--- src/hw/scr_regs.svh ---
// Purpose: Register offsets, field positions and reset values
// Assumes: Included by the scanner command register bank only
// Notes:   Definitions only
`ifndef SCR_REGS_SVH
`define SCR_REGS_SVH

// Register offsets on the host byte port
`define SCR_OFS_TARGET    8'h03
`define SCR_OFS_ADDR_HI   8'h04
`define SCR_OFS_ADDR_LO   8'h05
`define SCR_OFS_DATA      8'h06
`define SCR_OFS_COMMAND   8'h07
`define SCR_OFS_MCLK_DIV  8'h08

// Target select fields
`define SCR_TGT_SEL_BIT   0
`define SCR_TGT_COL_LSB   1
`define SCR_TGT_COL_MSB   2

// Upper address register fields
`define SCR_AHI_ADDR_MSB  4
`define SCR_AHI_DIR_BIT   5

// Command register fields and codes
`define SCR_CMD_CODE_MSB  1
`define SCR_CMD_STBY_BIT  2
`define SCR_CMD_RST_BIT   3
`define SCR_CMD_IDLE      2'h0
`define SCR_CMD_FWD       2'h1
`define SCR_CMD_REV       2'h2
`define SCR_CMD_SCAN      2'h3

// Divider code field
`define SCR_DIV_CODE_MSB  5

// Reset values
`define SCR_RST_BYTE      8'h00
`define SCR_RST_PHASES    4'h0

// Full-step phase patterns, indexed by step position
`define SCR_PH_0          4'h9
`define SCR_PH_1          4'hc
`define SCR_PH_2          4'h6
`define SCR_PH_3          4'h3

`endif

--- src/hw/scr_pkg.sv ---
// Purpose: Shared types of the scanner command register bank
// Assumes: Nothing beyond the register header
// Notes:   Types only; numbers live in scr_regs.svh
package scr_pkg;

   // Indirect store request toward gamma tables or coefficient SRAM
   typedef struct packed {
      logic        valid;   // One-cycle transfer strobe
      logic        we;      // High for a write
      logic        coef;    // High selects the coefficient store
      logic [1:0]  color;   // Gamma colour, 0 red 1 green 2 blue
      logic [12:0] addr;    // Byte or word address
      logic [7:0]  wdata;   // Write byte
   } scr_mem_req_s;

   // Scan and motor sequencing
   typedef enum logic [1:0] {
      st_idle,
      st_feed,
      st_scan,
      st_finish
   } scr_state_e;

endpackage

--- src/hw/scr_command_dataport.sv ---
// Purpose: Host command, clock divider and indirect access registers
// Assumes: One clock is the crystal clock; inputs synchronous
// Notes:   Read data valid in the cycle after the read strobe only
//
// Overview of operation
// - Target picks gamma or coefficient, and colour
// - Single-channel mode A takes external colour
// - Upper address bit five picks read/write
// - Data window moves byte at current address
// - Address steps per byte gamma, two coef
// - Idle drops phases, finishes current line
// - Sensor clocks keep running while idle
// - Forward feed steps at fast feed rate
// - Reverse feed steps at same rate
// - Start scan resets pointers then acquires
// - Standby freezes internal clocks, oscillator runs
// - Standby powers down analog circuitry
// - Reset bit holds reset until cleared
// - Master clock is crystal over half-step ratio
//
// Decided for this implementation: strobed register access.
`timescale 1ns/1ps
`include "scr_regs.svh"

module scr_command_dataport #(
   parameter int STEP_W = 16     // Width of the fast feed step size
)(
   // Clock and reset
   input  wire logic                 clock,
   input  wire logic                 nrst,
   // Host register port
   input  wire logic [7:0]           addr,
   input  wire logic [7:0]           wdata,
   input  wire logic                 wr,
   input  wire logic                 rd,
   output logic      [7:0]           rdata,
   // Configuration held elsewhere in the device
   input  wire logic                 mode_a_enable,
   input  wire logic [1:0]           mode_a_color,
   input  wire logic [STEP_W-1:0]    fast_feed_step,
   // Indirect store port
   output scr_pkg::scr_mem_req_s     mem_req,
   input  wire logic [7:0]           mem_rdata,
   // Scan pipeline
   input  wire logic                 line_end,
   output logic                      pointer_reset,
   output logic                      scan_active,
   // Motor
   output logic      [3:0]           motor_phase,
   output logic                      motor_reverse,
   // Clocks and power
   output logic                      sensor_clk_run,
   output logic                      osc_enable,
   output logic                      clocks_frozen,
   output logic                      analog_power_down,
   output logic                      soft_reset,
   output logic                      mclk_tick
);
   import scr_pkg::*;

   // Refuse widths the step counter cannot serve
   initial
   begin
      if (STEP_W < 2 || STEP_W > 24)
         $error("scr_command_dataport: STEP_W out of range");
   end

   // Host visible registers
   logic [7:0]  target_reg;      // Target and colour select
   logic [7:0]  addr_hi_reg;     // Direction and upper address
   logic [7:0]  addr_lo_reg;     // Lower address
   logic [7:0]  command_reg;     // Command, standby and reset
   logic [7:0]  mclk_div_reg;    // Divider code
   logic        byte_phase_reg;  // Second byte of a coefficient pair
   logic [7:0]  rdata_reg;       // Registered read answer

   // Motor and scan state
   scr_state_e        state_reg;
   logic [STEP_W-1:0] step_cnt_reg;   // Cycles since the last step
   logic [1:0]        step_pos_reg;   // Position in the phase pattern
   logic [3:0]        phase_reg;      // Phase outputs
   logic              reverse_reg;    // Feed direction
   logic              ptr_rst_reg;    // Pointer reset pulse
   logic [7:0]        div_acc_reg;    // Fractional divider accumulator
   logic              tick_reg;       // Master clock enable pulse
   scr_mem_req_s      mem_req_reg;    // Registered store request

   // Decoded fields
   logic [1:0]  cmd_code;
   logic        standby;
   logic        in_reset;
   logic        is_coef;
   logic        dir_read;
   logic [12:0] ind_addr;
   logic [12:0] ind_addr_next;
   logic        data_rd;
   logic        data_wr;
   logic        xfer;
   logic [7:0]  div_limit;
   logic [7:0]  div_sum;

   // Register select; used by both the write and read paths
   function automatic logic hit(input logic [7:0] a, input logic [7:0] ofs);
      hit = (a == ofs);
   endfunction

   // Phase pattern for a step position
   function automatic logic [3:0] phase_of(input logic [1:0] pos);
      case (pos)
         2'h0:    phase_of = `SCR_PH_0;
         2'h1:    phase_of = `SCR_PH_1;
         2'h2:    phase_of = `SCR_PH_2;
         default: phase_of = `SCR_PH_3;
      endcase
   endfunction

   // Field extraction
   assign cmd_code = command_reg[`SCR_CMD_CODE_MSB:0];
   assign standby  = command_reg[`SCR_CMD_STBY_BIT];
   assign in_reset = command_reg[`SCR_CMD_RST_BIT];
   assign is_coef  = target_reg[`SCR_TGT_SEL_BIT];
   assign dir_read = addr_hi_reg[`SCR_AHI_DIR_BIT];
   assign ind_addr = {addr_hi_reg[`SCR_AHI_ADDR_MSB:0], addr_lo_reg};

   // Window accesses transfer only in the direction announced
   assign data_rd = rd && hit(addr, `SCR_OFS_DATA) && dir_read;
   assign data_wr = wr && hit(addr, `SCR_OFS_DATA) && !dir_read;
   assign xfer    = data_rd || data_wr;

   // Range is the host's duty; the counter just wraps at 13 bits
   assign ind_addr_next = ind_addr + 13'h0001;

   // Host writes to the direct registers
   always_ff @(posedge clock or negedge nrst)
   begin
      if (!nrst)
      begin
         target_reg   <= `SCR_RST_BYTE;
         command_reg  <= `SCR_RST_BYTE;
         mclk_div_reg <= `SCR_RST_BYTE;
      end
      else if (wr)
      begin
         // Decode by offset
         if (hit(addr, `SCR_OFS_TARGET))
            target_reg <= wdata;
         else if (hit(addr, `SCR_OFS_COMMAND))
            command_reg <= wdata;
         else if (hit(addr, `SCR_OFS_MCLK_DIV))
            mclk_div_reg <= wdata;
      end
   end

   // Address pair, written by the host or advanced by transfers
   always_ff @(posedge clock or negedge nrst)
   begin
      if (!nrst)
      begin
         addr_hi_reg    <= `SCR_RST_BYTE;
         addr_lo_reg    <= `SCR_RST_BYTE;
         byte_phase_reg <= 1'b0;
      end
      else if (wr && hit(addr, `SCR_OFS_ADDR_HI))
      begin
         // New address restarts the coefficient byte pair
         addr_hi_reg    <= wdata;
         byte_phase_reg <= 1'b0;
      end
      else if (wr && hit(addr, `SCR_OFS_ADDR_LO))
      begin
         addr_lo_reg    <= wdata;
         byte_phase_reg <= 1'b0;
      end
      else if (xfer)
      begin
         // Gamma steps every byte, coefficients every second byte
         if (!is_coef || byte_phase_reg)
         begin
            addr_hi_reg[`SCR_AHI_ADDR_MSB:0] <= ind_addr_next[12:8];
            addr_lo_reg <= ind_addr_next[7:0];
         end
         byte_phase_reg <= is_coef && !byte_phase_reg;
      end
   end

   // Store request, one cycle per window transfer
   always_ff @(posedge clock or negedge nrst)
   begin
      if (!nrst)
         mem_req_reg <= '0;
      else
      begin
         mem_req_reg.valid <= xfer;
         mem_req_reg.we    <= data_wr;
         mem_req_reg.coef  <= is_coef;
         mem_req_reg.addr  <= ind_addr;
         mem_req_reg.wdata <= wdata;
         // Mode A overrides the colour field
         if (mode_a_enable)
            mem_req_reg.color <= mode_a_color;
         else
            mem_req_reg.color <=
               target_reg[`SCR_TGT_COL_MSB:`SCR_TGT_COL_LSB];
      end
   end

   // Read answer; the store answers combinationally on its address
   always_ff @(posedge clock or negedge nrst)
   begin
      if (!nrst)
         rdata_reg <= `SCR_RST_BYTE;
      else if (!rd)
         rdata_reg <= `SCR_RST_BYTE;
      else if (hit(addr, `SCR_OFS_TARGET))
         rdata_reg <= target_reg;
      else if (hit(addr, `SCR_OFS_ADDR_HI))
         rdata_reg <= addr_hi_reg;
      else if (hit(addr, `SCR_OFS_ADDR_LO))
         rdata_reg <= addr_lo_reg;
      else if (hit(addr, `SCR_OFS_DATA))
         rdata_reg <= dir_read ? mem_rdata : `SCR_RST_BYTE;
      else if (hit(addr, `SCR_OFS_COMMAND))
         rdata_reg <= command_reg;
      else if (hit(addr, `SCR_OFS_MCLK_DIV))
         rdata_reg <= mclk_div_reg;
      else
         rdata_reg <= `SCR_RST_BYTE;   // Unmapped reads as zero
   end

   // Fractional divider: ratio is (code + 2) / 2, so add two per cycle
   assign div_limit = {2'b00, mclk_div_reg[`SCR_DIV_CODE_MSB:0]} + 8'h02;
   assign div_sum   = div_acc_reg + 8'h02;

   always_ff @(posedge clock or negedge nrst)
   begin
      if (!nrst)
      begin
         div_acc_reg <= `SCR_RST_BYTE;
         tick_reg    <= 1'b0;
      end
      else if (standby || in_reset)
      begin
         // Frozen clocks or reset clear the divider and stop ticks
         div_acc_reg <= `SCR_RST_BYTE;
         tick_reg    <= 1'b0;
      end
      else if (div_sum >= div_limit)
      begin
         div_acc_reg <= div_sum - div_limit;
         tick_reg    <= 1'b1;
      end
      else
      begin
         div_acc_reg <= div_sum;
         tick_reg    <= 1'b0;
      end
   end

   // Scan and feed sequencer
   always_ff @(posedge clock or negedge nrst)
   begin
      if (!nrst)
      begin
         state_reg   <= st_idle;
         ptr_rst_reg <= 1'b0;
         reverse_reg <= 1'b0;
      end
      else if (in_reset)
      begin
         // Held in reset until the host clears the bit
         state_reg   <= st_idle;
         ptr_rst_reg <= 1'b0;
         reverse_reg <= 1'b0;
      end
      else if (!standby)
      begin
         ptr_rst_reg <= 1'b0;
         case (state_reg)
            st_idle:
            begin
               if (cmd_code == `SCR_CMD_SCAN)
               begin
                  ptr_rst_reg <= 1'b1;
                  state_reg   <= st_scan;
               end
               else if (cmd_code == `SCR_CMD_FWD)
               begin
                  reverse_reg <= 1'b0;
                  state_reg   <= st_feed;
               end
               else if (cmd_code == `SCR_CMD_REV)
               begin
                  reverse_reg <= 1'b1;
                  state_reg   <= st_feed;
               end
            end
            st_feed:
            begin
               // Any other code ends the feed at once
               if (cmd_code == `SCR_CMD_FWD)
                  reverse_reg <= 1'b0;
               else if (cmd_code == `SCR_CMD_REV)
                  reverse_reg <= 1'b1;
               else
                  state_reg <= st_idle;
            end
            st_scan:
            begin
               if (cmd_code != `SCR_CMD_SCAN)
                  state_reg <= st_finish;
            end
            st_finish:
            begin
               // Let the line in progress complete
               if (line_end)
                  state_reg <= st_idle;
            end
            default:
               state_reg <= st_idle;
         endcase
      end
   end

   // Fast feed stepping and phase outputs
   always_ff @(posedge clock or negedge nrst)
   begin
      if (!nrst)
      begin
         step_cnt_reg <= '0;
         step_pos_reg <= 2'h0;
         phase_reg    <= `SCR_RST_PHASES;
      end
      else if (in_reset || cmd_code == `SCR_CMD_IDLE)
      begin
         step_cnt_reg <= '0;
         phase_reg    <= `SCR_RST_PHASES;
      end
      else if (!standby && state_reg == st_feed)
      begin
         phase_reg <= phase_of(step_pos_reg);
         // Step when the count of cycles reaches the step size
         if (step_cnt_reg + 1'b1 >= fast_feed_step)
         begin
            step_cnt_reg <= '0;
            if (reverse_reg)
               step_pos_reg <= step_pos_reg - 2'h1;
            else
               step_pos_reg <= step_pos_reg + 2'h1;
         end
         else
            step_cnt_reg <= step_cnt_reg + 1'b1;
      end
   end

   // Outputs
   assign rdata             = rdata_reg;
   assign mem_req           = mem_req_reg;
   assign pointer_reset     = ptr_rst_reg;
   assign scan_active       = (state_reg == st_scan) ||
                              (state_reg == st_finish);
   assign motor_phase       = phase_reg;
   assign motor_reverse     = reverse_reg;
   // Sensor clocks stop only for standby or reset, never for idle
   assign sensor_clk_run    = !standby && !in_reset;
   assign osc_enable        = 1'b1;
   assign clocks_frozen     = standby;
   assign analog_power_down = standby;
   assign soft_reset        = in_reset;
   assign mclk_tick         = tick_reg;

endmodule

--- config.mk ---
export PLATFORM = sky130hd
export DESIGN_NAME = scr_command_dataport
export DESIGN_NICKNAME = d
export VERILOG_FILES = /design/src/hw/scr_pkg.sv /design/src/hw/scr_command_dataport.sv
export VERILOG_INCLUDE_DIRS = /design/src /design/src/hw
export SDC_FILE = /design/constraint.sdc
export NUM_CORES = 1
export LEC_CHECK = 0
export ABC_AREA = 1
export ABC_CLOCK_PERIOD_IN_PS = 3700
export BUFFER_PORTS_ARGS = -buffer_cell sky130_fd_sc_hd__buf_2
export CAP_MARGIN = 20
export CORE_UTILIZATION = 57
export CTS_CLUSTER_DIAMETER = 100
export DETAILED_ROUTE_END_ITERATION = 7
export HOLD_SLACK_MARGIN = 0.05
export PLACE_DENSITY = 0.8
export SLEW_MARGIN = 15
export SYNTH_ARGS = -nofsm -noshare
export SYNTH_HDL_FRONTEND = slang
export SYNTH_SLANG_ARGS = --single-unit
--- constraint.sdc ---
create_clock -name clock -period 3.7 [get_ports clock]
set_input_delay 0.37 -clock clock [delete_from_list [all_inputs] [get_ports clock]]
set_output_delay 0.37 -clock clock [all_outputs]
set_load 0.1 [all_outputs]
==> results of run 1 <==
## per-stage QoR
stage,instances,utilization [%],setup slack [ps]
after CTS,1022,66.5,837
after detailed placement,1006,63.9,858
after global placement,1006,63.9,1030
after floorplan,791,-,580
after global routing,1022,66.5,529
final,1022,66.5,869
## area by class of cell
cell class / instances / area share, %
Inverter: 114 / 5.95
Clock inverter: 5 / 0.654
Multi-Input combinational cell: 548 / 43.1
Sequential cell: 110 / 37.8
Timing Repair Buffer: 94 / 6.71
Tap cell: 140 / 2.41
Clock buffer: 11 / 3.34
## cell usage after synthesis, drive strengths merged (2+ instances only)
master	n	share of area, %
nand2	207	12
inv	113	6.6
dfrtp	110	43
o21ai	93	8.4
nand3	60	5.0
nor2	42	3.1
ha	35	6.8
a21oi	29	2.3
xor2	23	3.1
nor3	14	1.8
nand4	13	1.6
buf	10	1.2
clkbuf	9	0.53
nand3b	6	0.70
or2	5	0.49
xnor2	5	0.68
mux2	2	0.35
o211ai	2	0.23
## worst max-delay path, delay by kind of cell, from the launching register on
family                     cells  cell delay (ps)
buffers and inverters          3              210
adders and majority gates      2              420
and+or+nand+nor                8             1110
DFF                            1              390
AOI/OAI and AO/OA              4              610
## worst paths after layout
| check | from | to | slack [ps] | depth (start not counted) |
|---|---|---|---|---|
| max in group asynchronous | nrst | mclk_div_reg[0] | 2920 | 2 |
| min in group clock | wdata[6] | mem_req[6] | 130 | 1 |
| setup reg to reg | step_cnt_reg[0] | step_cnt_reg[1] | 870 | 17 |
| hold / removal | nrst | mem_req[17] | 50 | 1 |
| setup / recovery | step_cnt_reg[0] | step_cnt_reg[1] | 870 | 17 |
| hold reg to reg | addr_lo_reg[5] | mem_req[13] | 410 | 0 |
## cell families (layout without fill, tap and decap cells)
group | after synthesis | after routing | synth area share, %
buf+inv | 133 | 224 | 8.48
other cells | 1 | 1 | 0.0583
compound gates | 132 | 132 | 11.9
simple gates | 349 | 349 | 25.5
xor+xnor | 28 | 28 | 3.81
fa+ha+maj | 36 | 36 | 7.12
mux | 2 | 2 | 0.350
flops | 110 | 110 | 42.8
## power by group
part	internal, mW	total [mW]	switching, mW
sequential	1.32	1.40	0.0858
combinational	0.403	1.27	0.865
clock	0.490	0.948	0.458
## layer usage
layer  wire length, um  GRT usage (%)
met1              6630           37.6
met2              6490           40.9
met3               884           3.68
met4               352           11.7
met5                 0              0
==> results.toml, run 1 <==
[global_route]
antenna_found_initial = 0
grt_overflow_total = 0
grt_first_pass_wirelength_um = 23700
grt_pass1_vias = 4881
grt_max_degree = 58
grt.total_usage_pct = 26.6

[detailed_routing]
drtAntennaViolNets = 0
drc = 0
vias = 5392
drtIter0Drc = 436
routed_wl_um = 14400
firstDrtPassIters = 5
vias_per_cell = 5.28
wl_per_cell_um = 14.0

[setup_path]
crit_path_end_kind = "register"
cpPeakStageDelay_ps = 390
cp.arrival_ps = 3100
crit_chain = "ha_1 > nand2_1 > nor2_2 > nand3_1 > inv_1 > nand2_1 > o21ai_0 > o21ai_1 > inv_1 > ha_1 > nand2_1 > inv_1 > nand2_1 > a21oi_1 > nor2_1 > nand4_4 > o21ai_0"
critPathKind = "reg -> reg"
path_common_cell = "nand2_1"
start_kind = "register"
cp_slowest_cell = "dfrtp_1"
cp_data_required_time_ps = 3960
cp_max_fo = 16

[layout]
syn_to_final_growth_pct = 13.1
fillCellCount = 935
register_area_sq_mm = 0.00275
design_area_sq_mm = 0.00727
drive_above_1_share_pct = 19.4
largest_register_ffs = 26
final_common_cell = "nand2_1"
antennaDiodeCount = 0
multi_input_area_sq_mm = 0.00313
fin_nets = 961
mostFrequentLayoutCells = "nand2_1, dfrtp_1, inv_1"

[timing]
hold_violations = 0
finalSetupTns_ps = 0
max_slew_margin_pct = 53.0
finalSetupViolCount = 0
grt_setup_unrepaired = "no"
whs_ps = 49.9
timing.final.crit_period_ps = 2830
worst_slew_pin_slew_ps = 705
timing.final.crit_share_pct = 76.5
drv_slew = 0
fmax_mhz = 353
clock_skew_ps = 7.47

[placed_design]
gp_congestion = 0.895
hpwlAfterDp_um = 10900
port-buffer-count = 93
post_dp_cell_area_sq_mm = 0.00698

[power_and_ir_drop]
p_leak_nw = 3.80
power_mw = 3.62
peakVddDrop_mv = 0.319
p_per_area_mw_per_mm2 = 498

[logic_synthesis]
ys_ff_latch = 110
yosysWarnings = 0
synth-seq-area-share_pct = 42.8
ys.flop_type = "dfrtp_1"
async_flop_share_pct = 100
synth_cells = 791
synth_edf_count = 0
synth_nets = 875
synth_cell_types = 49
syn-cell-area_sq_mm = 0.00643
syn_area_per_cell_sq_um = 8.13

[clock_tree]
cts_buffer_depth = 2
postCtsResizedCells = 0
h-tree-depth = 3
clk_latency_ps = 360
cts_tree = "built"
cts.sinks = 110
cts_buffers = 9
cts-root-buf = "clkbuf_16"
cts.clk_slew.worst_paths_ps = 70
postCtsSetupBuffers = 0
cts_hold_buf = 0

[flow_run]
drv_cap = 0

[min_path]
min_path_type = "in -> async"

[floorplan]
initial_core_util_pct = 58.8
die-area_sq_mm = 0.0117
num_io_pins = 95
coreArea_sq_mm = 0.0109
fp-row-count = 38
die_w_um = 108
die_h_um = 108

[status]
status = "completed"
(Power assumes the default switching activity.)
==> inputs of run 2 (changes only) <==
--- a/config.mk
+++ b/config.mk
@@ -7,7 +7,7 @@
 export NUM_CORES = 1
 export LEC_CHECK = 0
 export ABC_AREA = 1
-export ABC_CLOCK_PERIOD_IN_PS = 3700
+export ABC_CLOCK_PERIOD_IN_PS = 2730
 export BUFFER_PORTS_ARGS = -buffer_cell sky130_fd_sc_hd__buf_2
 export CAP_MARGIN = 20
 export CORE_UTILIZATION = 57
==> constraint.sdc (replaced) <==
create_clock -name clock -period 2.73 [get_ports clock]
set_input_delay 0.273 -clock clock [delete_from_list [all_inputs] [get_ports clock]]
set_output_delay 0.273 -clock clock [all_outputs]
set_load 0.1 [all_outputs]
==> run 2 against run 1 <==
Fmax up 7.3%. Hold slack improved by 19 ps. Clock skew up 4.9 ps. Count of clock-buffer cells in the layout did not move. Final area increased by 2.3%. Core utilization is 1.5 points higher. Worst setup slack got worse by 780 ps. Largest power group unchanged. Highest routed layer unchanged.
==> results.toml, run 2 (synthesis results as in run 1) <==
[status]
status = "completed"

[floorplan]
die_w_um = 108
coreArea_sq_mm = 0.0109
die_h_um = 108
initial_core_util_pct = 58.8
fp-row-count = 38
num_io_pins = 95
die-area_sq_mm = 0.0117

[global_route]
antenna_found_initial = 1
grt_pass1_vias = 5185
grt.total_usage_pct = 27.5
grt_first_pass_wirelength_um = 24600
grt_max_degree = 91
grt_overflow_total = 0

[setup_path]
ff2ff_path_depth = 18
critPathKind = "reg -> reg"
cp.arrival_ps = 2890
worstReg2RegEnd = "step_pos_reg[1]"
cp_data_required_time_ps = 2980
reg2reg_slack_ps = 90
cp_max_fo = 4
start_kind = "register"
crit_path_end_kind = "register"
r2r-start = "step_cnt_reg[0]"

[placed_design]
port-buffer-count = 93
hpwlAfterDp_um = 11000
dp_cells = 1009
gp_congestion = 0.916

[detailed_routing]
drtAntennaViolNets = 0
routed_wl_um = 15100
vias_per_cell = 5.33
drc = 0
wl_per_cell_um = 14.6
vias = 5532
firstDrtPassIters = 5
drtIter0Drc = 407

[flow_run]
drv_cap = 0

[timing]
timing.final.crit_period_ps = 2640
whs_ps = 69.0
timing.final.crit_share_pct = 96.7
finalSetupTns_ps = 0
worst_slew_pin_slew_ps = 631
hold_violations = 0
drv_slew = 0
grt_setup_unrepaired = "yes"
fmax_mhz = 379
finalSetupViolCount = 0
clock_skew_ps = 12.4
max_slew_margin_pct = 57.8

[clock_tree]
cts_tree = "built"
h-tree-depth = 3
cts-root-buf = "clkbuf_16"
cts.clk_slew.worst_paths_ps = 70
cts.sinks = 110
clk_latency_ps = 360
cts_buffers = 9
cts_buffer_depth = 2

[layout]
final_core_util_pct = 68.1
final_common_cell = "nand2_1"
fin_nets = 975
drive_above_1_share_pct = 20.9
final_cells = 1037
largest_register_ffs = 26
mostFrequentLayoutCells = "nand2_1, dfrtp_1, inv_1"
syn_to_final_growth_pct = 15.7
fillCellCount = 912

[min_path]
hp-start = "wdata[2]"
hold_depth = 1
min_path_type = "in -> reg"
holdPathEnd = "mem_req[2]"

[power_and_ir_drop]
peakVddDrop_mv = 0.458
p_leak_nw = 3.87
p_per_area_mw_per_mm2 = 665
==> run 2: cell count changes in the layout (fill, tap and decap cells not counted), sizes merged <==
cell	before	now
diode	0	1
dlygate4sd3	0	8
clkinv	1	2
clkinvlp	1	0
buf	94	100
==> run 2: area by class of cell <==
class	instances	area (sq um)	area share, %
tap	140	175	2.35
clock buffer	11	243	3.26
inverter	114	433	5.82
antenna	1	2.50	0.0336
sequential	110	2760	37.0
timing repair buffer	108	613	8.24
clock inverter	5	48.8	0.656
multi-input combinational	548	3170	42.6
==> run 2: worst max-delay path: stages (launching register included) <==
cell and delay (ps):
dfrtp_1 410, ha_2 220, nand2_1 90, nor2_4 120
nand3_1 100, o21ai_0 180, and2_1 200, inv_1 60
ha_1 260, nand2_1 60, inv_1 50, nand3_1 90
a21oi_1 170, nor2_2 80, buf_4 140, nand3_2 90
nand2_1 80, nand2_1 80, nand2_1 50
==> run 2: power by group <==
group / total, mW / switching (mW) / internal [mW] / leakage (nW)
clock: 1.31 / 0.640 / 0.667 / 0.145
sequential: 1.90 / 0.118 / 1.78 / 1.46
combinational: 1.74 / 1.18 / 0.557 / 2.27
total: 4.95 / 1.94 / 3.01 / 3.87
==> run 2: metal layers <==
layer  vias to the layer above  global-route usage, %  routed length (um)
met5                         -                      0                   0
met4                         0                   10.1                 342
met3                        25                   5.49                 918
met2                       192                   42.9                6880
met1                      2557                   38.1                6960
li1                       2758                      -                   -
==> run 2: per-stage QoR <==
step / total power [mW] / setup slack [ps] / area [sq um]
after floorplan: 3.27 / 152 / 6430
after global placement: 3.59 / 203 / 7010
after detailed placement: 3.64 / 77.6 / 7010
after CTS: 4.95 / 48.1 / 7380
after global routing: 5.26 / -147 / 7440
final: 4.95 / 91.3 / 7440
==> run 2: how the worst max path moves through the flow <==
| stage | startpoint | to | slack, ps |
|---|---|---|---|
| after floorplan | command_reg[3] | div_acc_reg[0] | 150 |
| after global placement | step_cnt_reg[0] | step_cnt_reg[7] | 200 |
| after detailed placement | step_cnt_reg[0] | step_pos_reg[1] | 80 |
| after CTS | step_cnt_reg[0] | step_pos_reg[1] | 50 |
| after global routing | step_cnt_reg[0] | step_pos_reg[0] | -150 |
| final | step_cnt_reg[0] | step_pos_reg[1] | 90 |
==> run 2: repair_timing <==
| item | 4_1_cts | 5_1_grt |
|---|---|---|
| setup buffers | 0 | 3 |
| resized for setup | 0 | 14 |
| hold buffers | 8 | 0 |
| setup endpoints to repair | 0 | 18 |
| hold endpoints to repair | 27 | 0 |
